File: config.mk
export PLATFORM = sky130hd
export DESIGN_NAME = odtm_dram_end_flat
export DESIGN_NICKNAME = d
export VERILOG_FILES = /design/src/verilog/odtm_pkg.sv /design/src/verilog/odtm_link_if.sv /design/src/verilog/odtm_dram_end.sv /design/src/flat_wrapper.sv
export SDC_FILE = /design/constraint.sdc
export NUM_CORES = 1
export LEC_CHECK = 0
export BUFFER_PORTS_ARGS = -buffer_cell sky130_fd_sc_hd__buf_4
export CAP_MARGIN = 20
export CORE_ASPECT_RATIO = 0.8
export CORE_MARGIN = 1.5
export CORE_UTILIZATION = 35
export DETAILED_ROUTE_END_ITERATION = 10
export PLACE_DENSITY = 0.5
export SYNTH_ARGS = -nofsm -noshare
export SYNTH_HDL_FRONTEND = slang
export SYNTH_SLANG_ARGS = --single-unit
export TNS_END_PERCENT = 5
File: constraint.sdc
create_clock -name i_clock -period 6.81 [get_ports i_clock]
set_input_delay 1.362 -clock i_clock [delete_from_list [all_inputs] [get_ports i_clock]]
set_output_delay 1.362 -clock i_clock [all_outputs]
set_load 0.05 [all_outputs]
File: src/verilog/odtm_pkg.sv
`default_nettype none
package odtm_pkg;
  // --------------------------------------------------------------------------
  // Latency and timing counts in CK cycles, with source times in ns and ps
  // --------------------------------------------------------------------------
  // Write latency default for CWL = 5, AL = 0.
  localparam int WL_DEF = 5;
  localparam int CLK_PERIOD_NS = 50;
  localparam int T_CPDED_CK = 1;
  localparam int T_XPDLL_CK = 10;
  localparam int T_RFC_NS = 110;
  localparam int T_RFC_CK = (T_RFC_NS + CLK_PERIOD_NS - 1) / CLK_PERIOD_NS;
  // Asynchronous turn-on/off window is 2 ns to 8.5 ns, below one cycle here.
  localparam int T_AONPD_MAX_PS = 8500;
  localparam int T_AONPD_CK = (T_AONPD_MAX_PS / (CLK_PERIOD_NS * 1000) < 1) ? 1 :
                              T_AONPD_MAX_PS / (CLK_PERIOD_NS * 1000);
  localparam int CNT_W = 8;

  // --------------------------------------------------------------------------
  // State encodings
  // --------------------------------------------------------------------------
  typedef enum logic [1:0] {
    DEV_SYNC = 2'h0,
    DEV_ENTRY = 2'h1,
    DEV_PD = 2'h3,
    DEV_EXIT = 2'h2
  } odtm_dev_state_t;

  typedef enum logic [2:0] {
    CTL_IDLE = 3'h0,
    CTL_PRE_ENTRY = 3'h1,
    CTL_ENTRY = 3'h3,
    CTL_PD = 3'h2,
    CTL_PRE_EXIT = 3'h6,
    CTL_EXIT = 3'h7
  } odtm_ctl_state_t;

  function automatic logic [CNT_W-1:0] sat_dec(input logic [CNT_W-1:0] v);
    sat_dec = (v == '0) ? v : v - 1'b1;
  endfunction
endpackage
`default_nettype wire

File: src/verilog/odtm_link_if.sv
`timescale 1ns/100ps
`default_nettype none
interface odtm_link_if;
  // Clock enable of the memory, registered on each CK rising edge with i_clk_en high.
  logic cke;
  // Termination request pin.
  logic odt;
  // One-cycle refresh command strobe.
  logic refresh;
  // One-cycle read or write command strobe.
  logic rw_cmd;

  modport ctl (output cke, output odt, output refresh, output rw_cmd);
  modport dram (input cke, input odt, input refresh, input rw_cmd);
endinterface
`default_nettype wire

File: src/verilog/odtm_dram_end.sv
// Behaviour
// - Frozen DLL gives power-down entry transition window.
// - Entry window starts WL-1 before CKE low.
// - Entry window ends with entry delay interval.
// - Refresh in progress extends entry window end.
// - Window start excluded, end points included.
// - Turn-on within lesser-min to greater-max delays.
// - Turn-off within lesser-min to greater-max delays.
// - Synchronous latency is WL minus two cycles.
// - Exit window spans tANPD to exit time.
// - Exit tANPD equals WL-1 before CKE high.
// - Overlapping entry then exit: one merged window.
// - Overlapping exit then entry: one merged window.
// - Asynchronous mode bypasses additive latency.
// - No read or write during power-down.
`timescale 1ns/100ps
`default_nettype none
module odtm_dram_end #(
  parameter int WL = odtm_pkg::WL_DEF,
  parameter int CPDED_CK = odtm_pkg::T_CPDED_CK,
  parameter int XPDLL_CK = odtm_pkg::T_XPDLL_CK,
  parameter int RFC_CK = odtm_pkg::T_RFC_CK
) (
  // Clock, reset and enable
  input wire logic i_clock,
  input wire logic i_sys_rst,
  input wire logic i_clk_en,
  // Link from the controller
  odtm_link_if.dram link,
  // Mode: high when the DLL freezes in precharge power-down
  input wire logic i_dll_freeze,
  // Termination and mode status
  output logic o_rtt_on,
  output logic o_async_mode,
  output logic o_trans_window,
  output logic o_power_down,
  output logic o_cmd_in_pd
);

  // --------------------------------------------------------------------------
  // Parameter checks
  // --------------------------------------------------------------------------
  localparam int HW = (WL > 2) ? WL - 2 : 1;

  if (WL < 3 || WL > 64) begin : g_bad_wl
    $error("WL must lie between 3 and 64");
  end
  if (CPDED_CK < 1 || CPDED_CK > 255 || XPDLL_CK < 1 || XPDLL_CK > 255) begin : g_bad_t
    $error("Timing counts must lie between 1 and 255");
  end
  if (RFC_CK < 1 || RFC_CK > 255) begin : g_bad_rfc
    $error("Refresh count must lie between 1 and 255");
  end

  localparam logic [odtm_pkg::CNT_W-1:0] CPDED_LD = odtm_pkg::CNT_W'(CPDED_CK - 1);
  localparam logic [odtm_pkg::CNT_W-1:0] XPDLL_LD = odtm_pkg::CNT_W'(XPDLL_CK - 1);
  localparam logic [odtm_pkg::CNT_W-1:0] RFC_LD = odtm_pkg::CNT_W'(RFC_CK - 1);

  // --------------------------------------------------------------------------
  // State
  // --------------------------------------------------------------------------
  typedef struct packed {
    odtm_pkg::odtm_dev_state_t state;
    logic [odtm_pkg::CNT_W-1:0] win_cnt;
    logic [odtm_pkg::CNT_W-1:0] rfc_cnt;
    logic rfc_busy;
    logic cke_d;
    logic [HW-1:0] odt_hist;
    logic rtt_on;
    logic async_mode;
    logic trans_window;
    logic power_down;
    logic cmd_in_pd;
  } odtm_dev_st_t;

  odtm_dev_st_t st_reg;
  odtm_dev_st_t st_next;

  localparam odtm_dev_st_t ST_RESET = '{
    state: odtm_pkg::DEV_SYNC,
    win_cnt: '0,
    rfc_cnt: '0,
    rfc_busy: 1'b0,
    cke_d: 1'b1,
    odt_hist: '0,
    rtt_on: 1'b0,
    async_mode: 1'b0,
    trans_window: 1'b0,
    power_down: 1'b0,
    cmd_in_pd: 1'b0
  };

  // --------------------------------------------------------------------------
  // Next state
  // --------------------------------------------------------------------------
  always_comb begin
    logic cke_fall;
    logic cke_rise;
    logic rfc_live;
    cke_fall = st_reg.cke_d & ~link.cke;
    cke_rise = ~st_reg.cke_d & link.cke;
    rfc_live = st_reg.rfc_busy;
    st_next = st_reg;
    st_next.cke_d = link.cke;
    // Each cycle the pin enters the synchronous latency line.
    st_next.odt_hist = (st_reg.odt_hist << 1) | HW'(link.odt);

    // Refresh time runs from the command; its last cycle still counts.
    if (link.refresh) begin
      st_next.rfc_busy = 1'b1;
      st_next.rfc_cnt = RFC_LD;
    end else if (st_reg.rfc_busy) begin
      st_next.rfc_cnt = odtm_pkg::sat_dec(st_reg.rfc_cnt);
      st_next.rfc_busy = (st_reg.rfc_cnt != '0);
    end
    unique case (st_reg.state)
      odtm_pkg::DEV_SYNC: begin
        // The cycles before CKE low are already pending in the latency line,
        // so switching to the direct path here lands them inside the window.
        if (cke_fall && i_dll_freeze) begin
          st_next.state = odtm_pkg::DEV_ENTRY;
          st_next.win_cnt = CPDED_LD;
        end
      end
      odtm_pkg::DEV_ENTRY: begin
        if (cke_rise) begin
          st_next.state = odtm_pkg::DEV_EXIT;
          st_next.win_cnt = XPDLL_LD;
        end else if (st_reg.win_cnt == '0 && !rfc_live) begin
          st_next.state = odtm_pkg::DEV_PD;
        end else begin
          st_next.win_cnt = odtm_pkg::sat_dec(st_reg.win_cnt);
        end
      end
      odtm_pkg::DEV_PD: begin
        // The exit window opens WL-1 cycles before this edge; the device is
        // already on the direct path, which is a legal answer there.
        if (cke_rise) begin
          st_next.state = odtm_pkg::DEV_EXIT;
          st_next.win_cnt = XPDLL_LD;
        end
      end
      odtm_pkg::DEV_EXIT: begin
        if (cke_fall && i_dll_freeze) begin
          st_next.state = odtm_pkg::DEV_ENTRY;
          st_next.win_cnt = CPDED_LD;
        end else if (st_reg.win_cnt == '0) begin
          st_next.state = odtm_pkg::DEV_SYNC;
        end else begin
          st_next.win_cnt = odtm_pkg::sat_dec(st_reg.win_cnt);
        end
      end
    endcase

    st_next.async_mode = (st_next.state != odtm_pkg::DEV_SYNC);
    st_next.trans_window = (st_next.state == odtm_pkg::DEV_ENTRY) ||
                           (st_next.state == odtm_pkg::DEV_EXIT);
    st_next.power_down = (st_next.state == odtm_pkg::DEV_PD);

    // Inside a window the direct path is chosen: its delay sits between the
    // lesser minimum and the greater maximum, which keeps both bounds.
    if (st_next.async_mode) begin
      st_next.rtt_on = link.odt;
    end else begin
      st_next.rtt_on = st_reg.odt_hist[HW-1];
    end

    // A read or write while CKE is low is flagged for one cycle.
    st_next.cmd_in_pd = link.rw_cmd & ~link.cke;
  end

  // --------------------------------------------------------------------------
  // Registers
  // --------------------------------------------------------------------------
  always_ff @(posedge i_clock or posedge i_sys_rst) begin
    if (i_sys_rst) begin
      st_reg <= ST_RESET;
    end else if (i_clk_en) begin
      st_reg <= st_next;
    end
  end

  assign o_rtt_on = st_reg.rtt_on;
  assign o_async_mode = st_reg.async_mode;
  assign o_trans_window = st_reg.trans_window;
  assign o_power_down = st_reg.power_down;
  assign o_cmd_in_pd = st_reg.cmd_in_pd;

endmodule // odtm_dram_end
`default_nettype wire

File: src/flat_wrapper.sv
// flat-port wrapper written by rule: the top's interface ports become plain ports
module odtm_dram_end_flat 
#(
  parameter int WL = odtm_pkg::WL_DEF,
  parameter int CPDED_CK = odtm_pkg::T_CPDED_CK,
  parameter int XPDLL_CK = odtm_pkg::T_XPDLL_CK,
  parameter int RFC_CK = odtm_pkg::T_RFC_CK
)
  (i_clock, i_sys_rst, i_clk_en, i_dll_freeze, o_rtt_on, o_async_mode, o_trans_window, o_power_down, o_cmd_in_pd, link_cke, link_odt, link_refresh, link_rw_cmd);
  odtm_link_if link_i ();
  input wire logic i_clock;
  input wire logic i_sys_rst;
  input wire logic i_clk_en;
  input wire logic i_dll_freeze;
  output logic o_rtt_on;
  output logic o_async_mode;
  output logic o_trans_window;
  output logic o_power_down;
  output logic o_cmd_in_pd;
  input wire logic [$bits(link_i.cke)-1:0] link_cke;
  input wire logic [$bits(link_i.odt)-1:0] link_odt;
  input wire logic [$bits(link_i.refresh)-1:0] link_refresh;
  input wire logic [$bits(link_i.rw_cmd)-1:0] link_rw_cmd;
  assign link_i.cke = link_cke;
  assign link_i.odt = link_odt;
  assign link_i.refresh = link_refresh;
  assign link_i.rw_cmd = link_rw_cmd;
  odtm_dram_end #(.WL(WL), .CPDED_CK(CPDED_CK), .XPDLL_CK(XPDLL_CK), .RFC_CK(RFC_CK)) u_core (.i_clock(i_clock), .i_sys_rst(i_sys_rst), .i_clk_en(i_clk_en), .link(link_i), .i_dll_freeze(i_dll_freeze), .o_rtt_on(o_rtt_on), .o_async_mode(o_async_mode), .o_trans_window(o_trans_window), .o_power_down(o_power_down), .o_cmd_in_pd(o_cmd_in_pd));
endmodule
======== After elaboration in Yosys (flattened, before gate mapping) ========
Cells that the tools add are included.
operators by class
  bitwise logic cells ..................... 6
  reductions and logical operators ........ 12
  add/subtract/negate cells ............... 2
  muxes and demuxes ....................... 13
  equality and inequality tests ........... 10
operators by type and width
  operator                                                                  number
  10-bit two-way mux                                                        4
  10-bit one-hot mux with 4 select lines                                    1
  8-bit two-way mux                                                         3
  9-bit two-way mux                                                         2
  8-bit zero test                                                           2
  8-bit by 1-bit subtractor with 8-bit output (second input constant)       2
  2-bit equality test (second input constant)                               4
  8-bit nonzero test                                                        1
  2-bit by 1-bit equality test with 1-bit output (second input constant)    2
  2-bit two-way mux                                                         2
  2-bit by 1-bit inequality test with 1-bit output (second input constant)  2
  4-bit AND reduction                                                       1
  2-bit nonzero test                                                        2
  1-bit AND                                                                 3
  3-bit by 2-bit inequality test with 1-bit output (second input constant)  1
  3-bit by 1-bit OR with 3-bit output                                       1
  3-bit AND reduction                                                       1
  1-bit logical AND                                                         2
  2-bit zero test                                                           1
  2-bit inequality test (second input constant)                             1
  1-bit inverter                                                            2
  1-bit zero test                                                           1
  1-bit logical OR                                                          1
  1-bit two-way mux                                                         1
storage, ports and cells
  word-level logic and storage cells ...... 54
  flip-flop bits (word level) ............. 28

======== Logic depth before layout (Yosys ltp) ========
Gate-level depths: netlist (run 1).
  depth in word-level cells ............... 7
  gate-level depth with buffers ........... 9

======== Least setup slack after synthesis (run 1) ========
Ideal clock, no wire load.
  path type ............................... input -> register
  start ................................... in link_cke
  end ..................................... reg u_core.st_reg[21] in the netlist's numbering
  arrival ................................. 2.419 ns
  library setup time ...................... 0.121 ns
  data required time ...................... 6.689 ns
  cell stages on the path ................. 5
  path slack .............................. 4.270 ns
  cells stage by stage .................... and3b_1 -> o221ai_1 -> a21oi_1 -> o21ai_0 -> a22o_1
on the way
  longest elaborated chain between the ends .. 5
  elaborated cells on any way between the ends .. 11
  those cells by class .................... 3 x eq/ne; 3 x mux; 3 x bitwise; 2 x reduce/logical
RTL lines
  element                                                                                 RTL line                                    RTL
  start, declared                                                                         flat_wrapper.sv:20                          input wire logic [$bits(link_i.cke)-1:0] link_cke;
  1-bit inverter                                                                          odtm_dram_end.sv:100                        cke_fall = st_reg.cke_d & ~link.cke;
  1-bit AND                                                                               odtm_dram_end.sv:100
  1-bit logical AND                                                                       odtm_dram_end.sv:120, odtm_dram_end.sv:144
  10-bit two-way mux or 2-bit by 1-bit inequality test with 1-bit output (tied branches)  --
  10-bit one-hot mux with 4 select lines or 4-bit AND reduction (tied branches)           --
  end signal, assigned                                                                    odtm_dram_end.sv:179                        st_reg <= st_next;
  end, declared                                                                           odtm_dram_end.sv:76                         odtm_dev_st_t st_reg;
Several ways; a longest one is shown, not always the timed one.
A chain may end at the register's enable or synchronous reset.

======== Final worst setup path (run 1) ========
Same ends and word-level chain as after synthesis.

==> out/metrics.sh, run 1 <==
CRITICAL_PATH.SLOWEST_CELL='sky130_fd_sc_hd__a21oi_1'
FP-ROW-COUNT=21
PLACE_WS_NS=3.93
PIN_COUNT=13
HOLD_VIOL=0
CORE-AREA_SQ_UM=4230
LAYOUT_CELLS_SIZED_ABOVE_1_PCT=21.2
CP_SLOWEST_STAGE_DELAY_NS=0.43
DRT_WL_TOTAL_MM=2.91
WORST_HOLD_MARGIN_NS=0.516
MAX_CAP_VIOLATIONS=0
POST_ROUTE_FRACTION_OF_THE_PERIOD_CONSUMED_BY_THE_CRITICAL_PATH_PCT=37.9
TRITONCTS.NUM_BUFFERS=3
FINALCRITICALPERIOD_NS=2.58
YOSYSMOSTFREQUENTCELL='sky130_fd_sc_hd__dfrtp_1'
NUMBER_OF_ENABLE_TYPE_REGISTER_CELLS_IN_THE_SYNTHESIZED_NETLIST=0
TIGHTEST_SLEW_NS=0.523
NUMPORTBUFFERS=12
SETUP.WORST_PATH.END_CLASS='flip-flop'
GP_CONGESTION=0.754
IR_WORST_VDD_mV=0.260
SYNTH-WARNING-COUNT=0
HPWLAFTERDP_MM=2.22
TIMING_MAX_TRANSITION_VIOLATIONS_FINAL=0
DRT.ANTENNA.VIOLATING_NETS=0
DRCVIOLATIONCOUNT=0
UNREPAIRED_SETUP_ENDPOINTS_AFTER_GLOBAL_ROUTING='false'
DIE_W_UM=77.8
CLKLATENCYLATEPIN_NS=0.27
TIMING.CRITICAL_PATH.ARRIVAL_NS=2.75
TIMING.FINAL.WS_SETUP_NS=4.23
SYNTH_LARGEST_AREA_CELL='sky130_fd_sc_hd__dfrtp_1'
POWER_DENSITY_nW_PER_UM2=405
POSTSYNTHAREAPERCELL_SQ_UM=9.98
QUANTITY_OF_GATES_RESIZED_FOLLOWING_CTS=0
CTS.PATH.MAX_BUFFERS=2
CLOCK-SINKS=28
REQ_TIME_CRIT_PATH_NS=6.99
LARGEST_REGISTER_FF_COUNT=23
CRITICAL_PATH.CELL_CHAIN='buf_4 > and3b_1 > o221ai_1 > a21oi_1 > o21ai_0 > a22o_1'
NET_COUNT_AFTER_SYNTHESIS=170
CTS_TREE='done'
GRT_ANTENNA_BEFORE_REPAIR=0
CP-START-KIND='input pin'
BIGGEST_AREA_CONTRIBUTORS_IN_THE_SYNTHESIZED_NETLIST='sky130_fd_sc_hd__dfrtp_1 43%, sky130_fd_sc_hd__mux2_2 4.3%, sky130_fd_sc_hd__nor2_1 4.1%'
POSTSYNTHCELLCOUNT=157
GRT.OVERFLOW.TOTAL=0
CLOCK_SKEW_NS=0.00870
SLEW_HEADROOM_PCT=64.9
WL_PER_CELL_UM=12.8
GRT_MAX_DEGREE=20
GRT_FIRST_PASS_WIRELENGTH_MM=5.19
SETUP_VIOL_COUNT_FINAL=0
TIMING_WORST_SETUP_PATH_TYPE='in2reg'
FIN_SETUP_TNS_NS=0
DIE_AREA_SQ_UM=4890
SYNTH_FF_TYPE='sky130_fd_sc_hd__dfrtp_1'
FINAL_NET_COUNT=184
SYNTH_ASYNC_SR_FLOP_SHARE_PCT=100
FLOORPLAN.INITIALDENSITY_PCT=37.0
CLK_ROOT_BUFFER_CELL='sky130_fd_sc_hd__clkbuf_8'
YOSYS_REGISTER_BITS=28
DRT_FIRST_PASS_ITERS=4
HOLD_PATH_CLASS='reg2reg'
DETAILROUTE.VIA_COUNT=1162
YOSYSTOPAREACELLSHARE_PCT=43.1
OUTCOME='finished clean'
AREA_GROWTH_PCT=14.3
CRIT_FANOUT=6
DRTITER0DRC=71
SYNTH.CELL_AREA_SQ_UM=1570
FIRST_GLOBAL_VIAS=1119
SYNTH.LIB_CELLS_USED.DISTINCT=50
CHIPHEIGHT_UM=62.8
CTS.REPORTEDPATHS.CLKPINSLEW_NS=0.10
HOLD_BUFFERS=0
CLOCK_TREE.HTREE_LEVEL_COUNT=1
ANTENNA_CELLS_INSERTED=0
FAMILY_WITH_THE_MOST_DELAY_ON_THE_WORST_PATH='compound AO/OA/AOI/OAI gates'
SYNTHTOPCELLSBYCOUNT='27 x sky130_fd_sc_hd__dfrtp_1, 17 x sky130_fd_sc_hd__nor2_1, 10 x sky130_fd_sc_hd__inv_1'
SYNTH_SEQ_AREA_SHARE_PCT=44.8
VIAS_PER_CELL=5.12
MAX_CLK_RATE_MHz=388
GRT_USE_TOTAL_PCT=13.2
STATIC-LEAKAGE-POWER_nW=0.786
CP.BUFFERS_INVERTERS=1
POST_CTS_SETUP_BUFFERS=0
## placed cells by master (no fill, tap or decap), types with 5 or more instances in the layout
cell type,netlist,routed
sky130_fd_sc_hd__nor3_1,6,6
sky130_fd_sc_hd__nor2_1,17,17
sky130_fd_sc_hd__o21ai_1,9,9
sky130_fd_sc_hd__dfrtp_1,27,27
sky130_fd_sc_hd__inv_1,10,10
sky130_fd_sc_hd__xor2_1,5,5
sky130_fd_sc_hd__o21ai_0,5,5
sky130_fd_sc_hd__nand2_1,5,5
sky130_fd_sc_hd__a21oi_1,7,7
sky130_fd_sc_hd__nor2b_1,5,5
sky130_fd_sc_hd__mux2_2,6,6
sky130_fd_sc_hd__buf_4,1,12
sky130_fd_sc_hd__ha_1,5,5
## through the flow
stage | util, % | power (mW) | std cells | area, sq um
CTS | 42.3 | 0.733 | 227 | 1790
floorplan | - | 0.550 | 157 | 1570
finish | 42.3 | 0.726 | 227 | 1790
global route | 42.3 | 0.789 | 227 | 1790
global placement | 40.4 | 0.620 | 222 | 1710
detailed placement | 41.0 | 0.626 | 223 | 1740
## cell type report
class / count / area [sq um]
multi-input combinational: 115 / 807
timing repair buffer: 13 / 118
fill: 402 / 2440
sequential: 28 / 702
inverter: 10 / 37.5
clock buffer: 4 / 55.1
tap: 57 / 71.3
## kinds of logic (layout without fill, tap and decap cells)
| kind of cell | count (synthesis) | in the layout | synth area share [%] |
|---|---|---|---|
| AO/OA/AOI/OAI | 41 | 41 | 18.4 |
| XOR/XNOR | 6 | 6 | 3.35 |
| adder cells (fa/ha/maj) | 5 | 5 | 3.99 |
| buffers and inverters | 14 | 27 | 3.67 |
| flip-flops | 28 | 28 | 44.8 |
| multiplexers | 7 | 7 | 4.95 |
| AND/OR/NAND/NOR | 56 | 56 | 20.8 |
## worst register-to-register path, delay by kind of cell (launching register included)
kind                       cells  cell delay, ns
buffers and inverters          1            0.08
adders and majority gates      2            0.37
AOI/OAI and AO/OA              3            0.38
muxes                          1            0.20
DFF                            1            0.45
and+or+nand+nor                2            0.80
## power breakdown
| group | internal, mW | switching [mW] |
|---|---|---|
| clock | 0.0518 | 0.0506 |
| combinational | 0.151 | 0.191 |
| sequential | 0.224 | 0.0578 |
## routing by layer
layer | wire length, um | vias up | global-route usage (%) | share of wire (%)
li1 | - | 583 | - | -
met1 | 1450 | 556 | 18.9 | 50
met2 | 1310 | 19 | 20.4 | 45
met3 | 126 | 4 | 3.21 | 4.3
met4 | 14 | 0 | 2.05 | 0.48
met5 | 0 | - | 0 | 0
## final timing paths
check | startpoint | to | slack (ns) | cells past startpoint
worst max-delay path | link_cke | u_core.st_reg[21] | 4.23 | 6
worst min-delay path | u_core.st_reg[6] | u_core.st_reg[6] | 0.52 | 1
worst max register to register | u_core.st_reg[18] | u_core.o_rtt_on | 4.41 | 9
worst min register to register | u_core.st_reg[6] | u_core.st_reg[6] | 0.52 | 1
max in group asynchronous | i_sys_rst | u_core.st_reg[8] | 5.15 | 3
min in group asynchronous | i_sys_rst | u_core.st_reg[13] | 1.11 | 2
No activity file was read; power rests on OpenSTA's default activity.
==> run 2: changes to the inputs <==
Clock period 6.81 ns to 2.5 ns, I/O delays scaled along.
==> out/metrics.sh, run 2 (synthesis results as in run 1) <==
OUTCOME='finished clean'
CTS_TREE='done'
SEQUENTIAL_CELL_AREA_SQ_UM=702  # unchanged
DRT.ANTENNA.VIOLATING_NETS=0  # unchanged
POWER_DENSITY_nW_PER_UM2=1160  # +190%
TIMING_MAX_TRANSITION_VIOLATIONS_FINAL=0  # unchanged
REQ_TIME_CRIT_PATH_NS=2.67  # -4.32 ns
CRITICAL_PATH.CELL_CHAIN='inv_1 > ha_1 > or3b_4 > or2_4 > a21oi_2 > o21a_1 > ha_1 > mux2_2'
FIRST_GLOBAL_VIAS=1097  # -2.0%
CLOCK_SKEW_NS=0.00360  # -0.00510 ns
DRT_WL_TOTAL_MM=2.95  # +1.6%
DRCVIOLATIONCOUNT=0  # unchanged
CP-START-KIND='flip-flop'
CRITICAL_PATH.REG2REG.STARTPOINT='u_core.st_reg[18]'
PIN_COUNT=13  # unchanged
TRITONCTS.NUM_BUFFERS=3  # unchanged
STATIC-LEAKAGE-POWER_nW=0.786  # about the same
CLOCK_TREE.HTREE_LEVEL_COUNT=1  # unchanged
CORE_UTIL_FINAL_PCT=42.3  # about the same
CP_SLOWEST_STAGE_DELAY_NS=0.43  # about the same
LAYOUT.CELLS.MOST_COMMON='sky130_fd_sc_hd__dfrtp_1'
GRT_FIRST_PASS_WIRELENGTH_MM=5.08  # -2.1%
FINAL_NET_COUNT=184  # unchanged
CTS.REPORTEDPATHS.CLKPINSLEW_NS=0.10  # about the same
UNREPAIRED_SETUP_ENDPOINTS_AFTER_GLOBAL_ROUTING='false'
TIMING_WORST_SETUP_PATH_TYPE='reg2reg'
REG2REG_SLACK_NS=0.19  # -4.22 ns
TIMING.CRITICAL_PATH.ARRIVAL_NS=2.48  # -0.27 ns
DR_WL_MET3_UM=82  # -35%
WL_PER_CELL_UM=13.0  # +1.6%
PNR_TOTAL_POWER_mW=2.07  # +180%
CRITPATHMOSTFREQUENTCELL='sky130_fd_sc_hd__ha_1'
TIGHTEST_SLEW_NS=0.521  # -0.00209 ns
GRT_MAX_DEGREE=29  # +45%
FP-ROW-COUNT=21  # unchanged
LARGEST_REGISTER_FF_COUNT=23  # unchanged
LAYOUT_CELLS_SIZED_ABOVE_1_PCT=21.8  # +0.59 points
POST_ROUTE_FRACTION_OF_THE_PERIOD_CONSUMED_BY_THE_CRITICAL_PATH_PCT=92.4
CTS.PATH.MAX_BUFFERS=2  # unchanged
SLEW_HEADROOM_PCT=64.8  # -0.082 points
DRT_FIRST_PASS_ITERS=4  # unchanged
DIE_W_UM=77.8  # unchanged
DETAIL_ROUTE_MET2_WL_MM=1.33  # +1.2%
SETUP.WORST_PATH.END_CLASS='flip-flop'
GRT.OVERFLOW.TOTAL=0  # unchanged
HPWLAFTERDP_MM=2.13  # -3.9%
WORSTSETUPSTARTPOINT='u_core.st_reg[18]'
NUM-FILL-CELLS=431  # +7.2%
FLOORPLAN.INITIALDENSITY_PCT=37.0  # unchanged
MAX_CAP_VIOLATIONS=0  # unchanged
SETUP_VIOL_COUNT_FINAL=0  # unchanged
MOST-COMMON-LAYOUT-CELLS='27 x sky130_fd_sc_hd__dfrtp_1, 17 x sky130_fd_sc_hd__nor2_1, 13 x sky130_fd_sc_hd__buf_4'
ANTENNA_CELLS_INSERTED=0  # unchanged
HOLD_VIOL=0  # unchanged
AREA_GROWTH_PCT=14.2  # about the same
WL_MET1_MM=1.52  # +4.3%
CLK_ROOT_BUFFER_CELL='sky130_fd_sc_hd__clkbuf_8'
MULTI_INPUT_AREA_SQ_UM=810  # +0.31%
DRTITER0DRC=61  # -14%
CLKLATENCYLATEPIN_NS=0.28  # about the same
DETAILROUTE.VIA_COUNT=1142  # -1.7%
GRT_ANTENNA_BEFORE_REPAIR=0  # unchanged
CLOCK-SINKS=28  # unchanged
GRT_USE_TOTAL_PCT=13.0  # -0.24 points
CRIT_FANOUT=6  # unchanged
FIN_SETUP_TNS_NS=0  # unchanged
CRITICAL_PATH.SLOWEST_CELL='sky130_fd_sc_hd__dfrtp_1'
CHIPHEIGHT_UM=62.8  # unchanged
HOLD_PATH_CLASS='in2async'
FINALCRITICALPERIOD_NS=2.31
GP_CONGESTION=0.815  # +8.0%
WORSTREG2REGEND='u_core.o_trans_window'
HOLD_BUFFERS=0  # unchanged
DIE_AREA_SQ_UM=4890  # unchanged
MAXUSEDROUTINGLAYER='met4'
CORE-AREA_SQ_UM=4230  # unchanged
NUMPORTBUFFERS=12  # unchanged
TIMING.REG2REG.WORST_PATH_DEPTH=8  # -1
MAX_CLK_RATE_MHz=433
VIAS_PER_CELL=5.03  # -1.7%
IR_WORST_VDD_mV=0.724  # +180%
## run 2: timing repair
action,in CTS,in global routing
setup endpoints to repair,0,2
gates resized for setup,0,1
setup buffers,0,0
## run 2: worst max-delay path by stage
stage,end,cells past startpoint,slack (ns)
after global routing,u_core.o_rtt_on,9,0.05
after detailed placement,u_core.o_trans_window,8,0.16
after global placement,u_core.o_trans_window,8,0.21
after floorplan,u_core.o_trans_window,8,0.30
after CTS,u_core.o_trans_window,8,0.13
final,u_core.o_trans_window,8,0.19
## run 2: area by class of cell
class	count	area share [%]
Multi-Input combinational cell	115	45.2
Inverter	10	2.10
Clock inverter	1	1.68
Tap cell	57	3.99
Sequential cell	28	39.2
Timing Repair Buffer	13	5.45
Clock buffer	3	2.31
## run 2: metal layers
layer / vias up / GRT usage (%)
li1: 583 / -
met4: 0 / 3.41
met2: 12 / 20.3
met1: 543 / 17.6
met3: 4 / 3.50
met5: - / 0
## run 2: where the power goes
group | total, mW | switching (mW) | internal (mW)
clock | 0.360 | 0.145 | 0.215
combinational | 0.936 | 0.519 | 0.417
sequential | 0.771 | 0.162 | 0.609
total | 2.07 | 0.827 | 1.24
## run 2: stage by stage
| stage | setup slack [ns] | cell area [sq um] | hold slack [ns] | cells |
|---|---|---|---|---|
| 2_1_floorplan | 0.302 | 1570 | 0.463 | 157 |
| 3_3_place_gp | 0.212 | 1720 | 0.486 | 223 |
| 3_5_place_dp | 0.155 | 1720 | 0.496 | 223 |
| 4_1_cts | 0.135 | 1790 | 0.286 | 227 |
| 5_1_grt | 0.0547 | 1790 | 0.299 | 227 |
| 6_report | 0.190 | 1790 | 0.277 | 227 |
## run 2: critical path: cells and delay by family (launching register included)
family	cells	cell delay (ns)
muxes	1	0.27
and+or+nand+nor	2	0.73
DFF	1	0.43
buffers and inverters	1	0.07
adders and majority gates	2	0.41
AOI/OAI and AO/OA	2	0.28
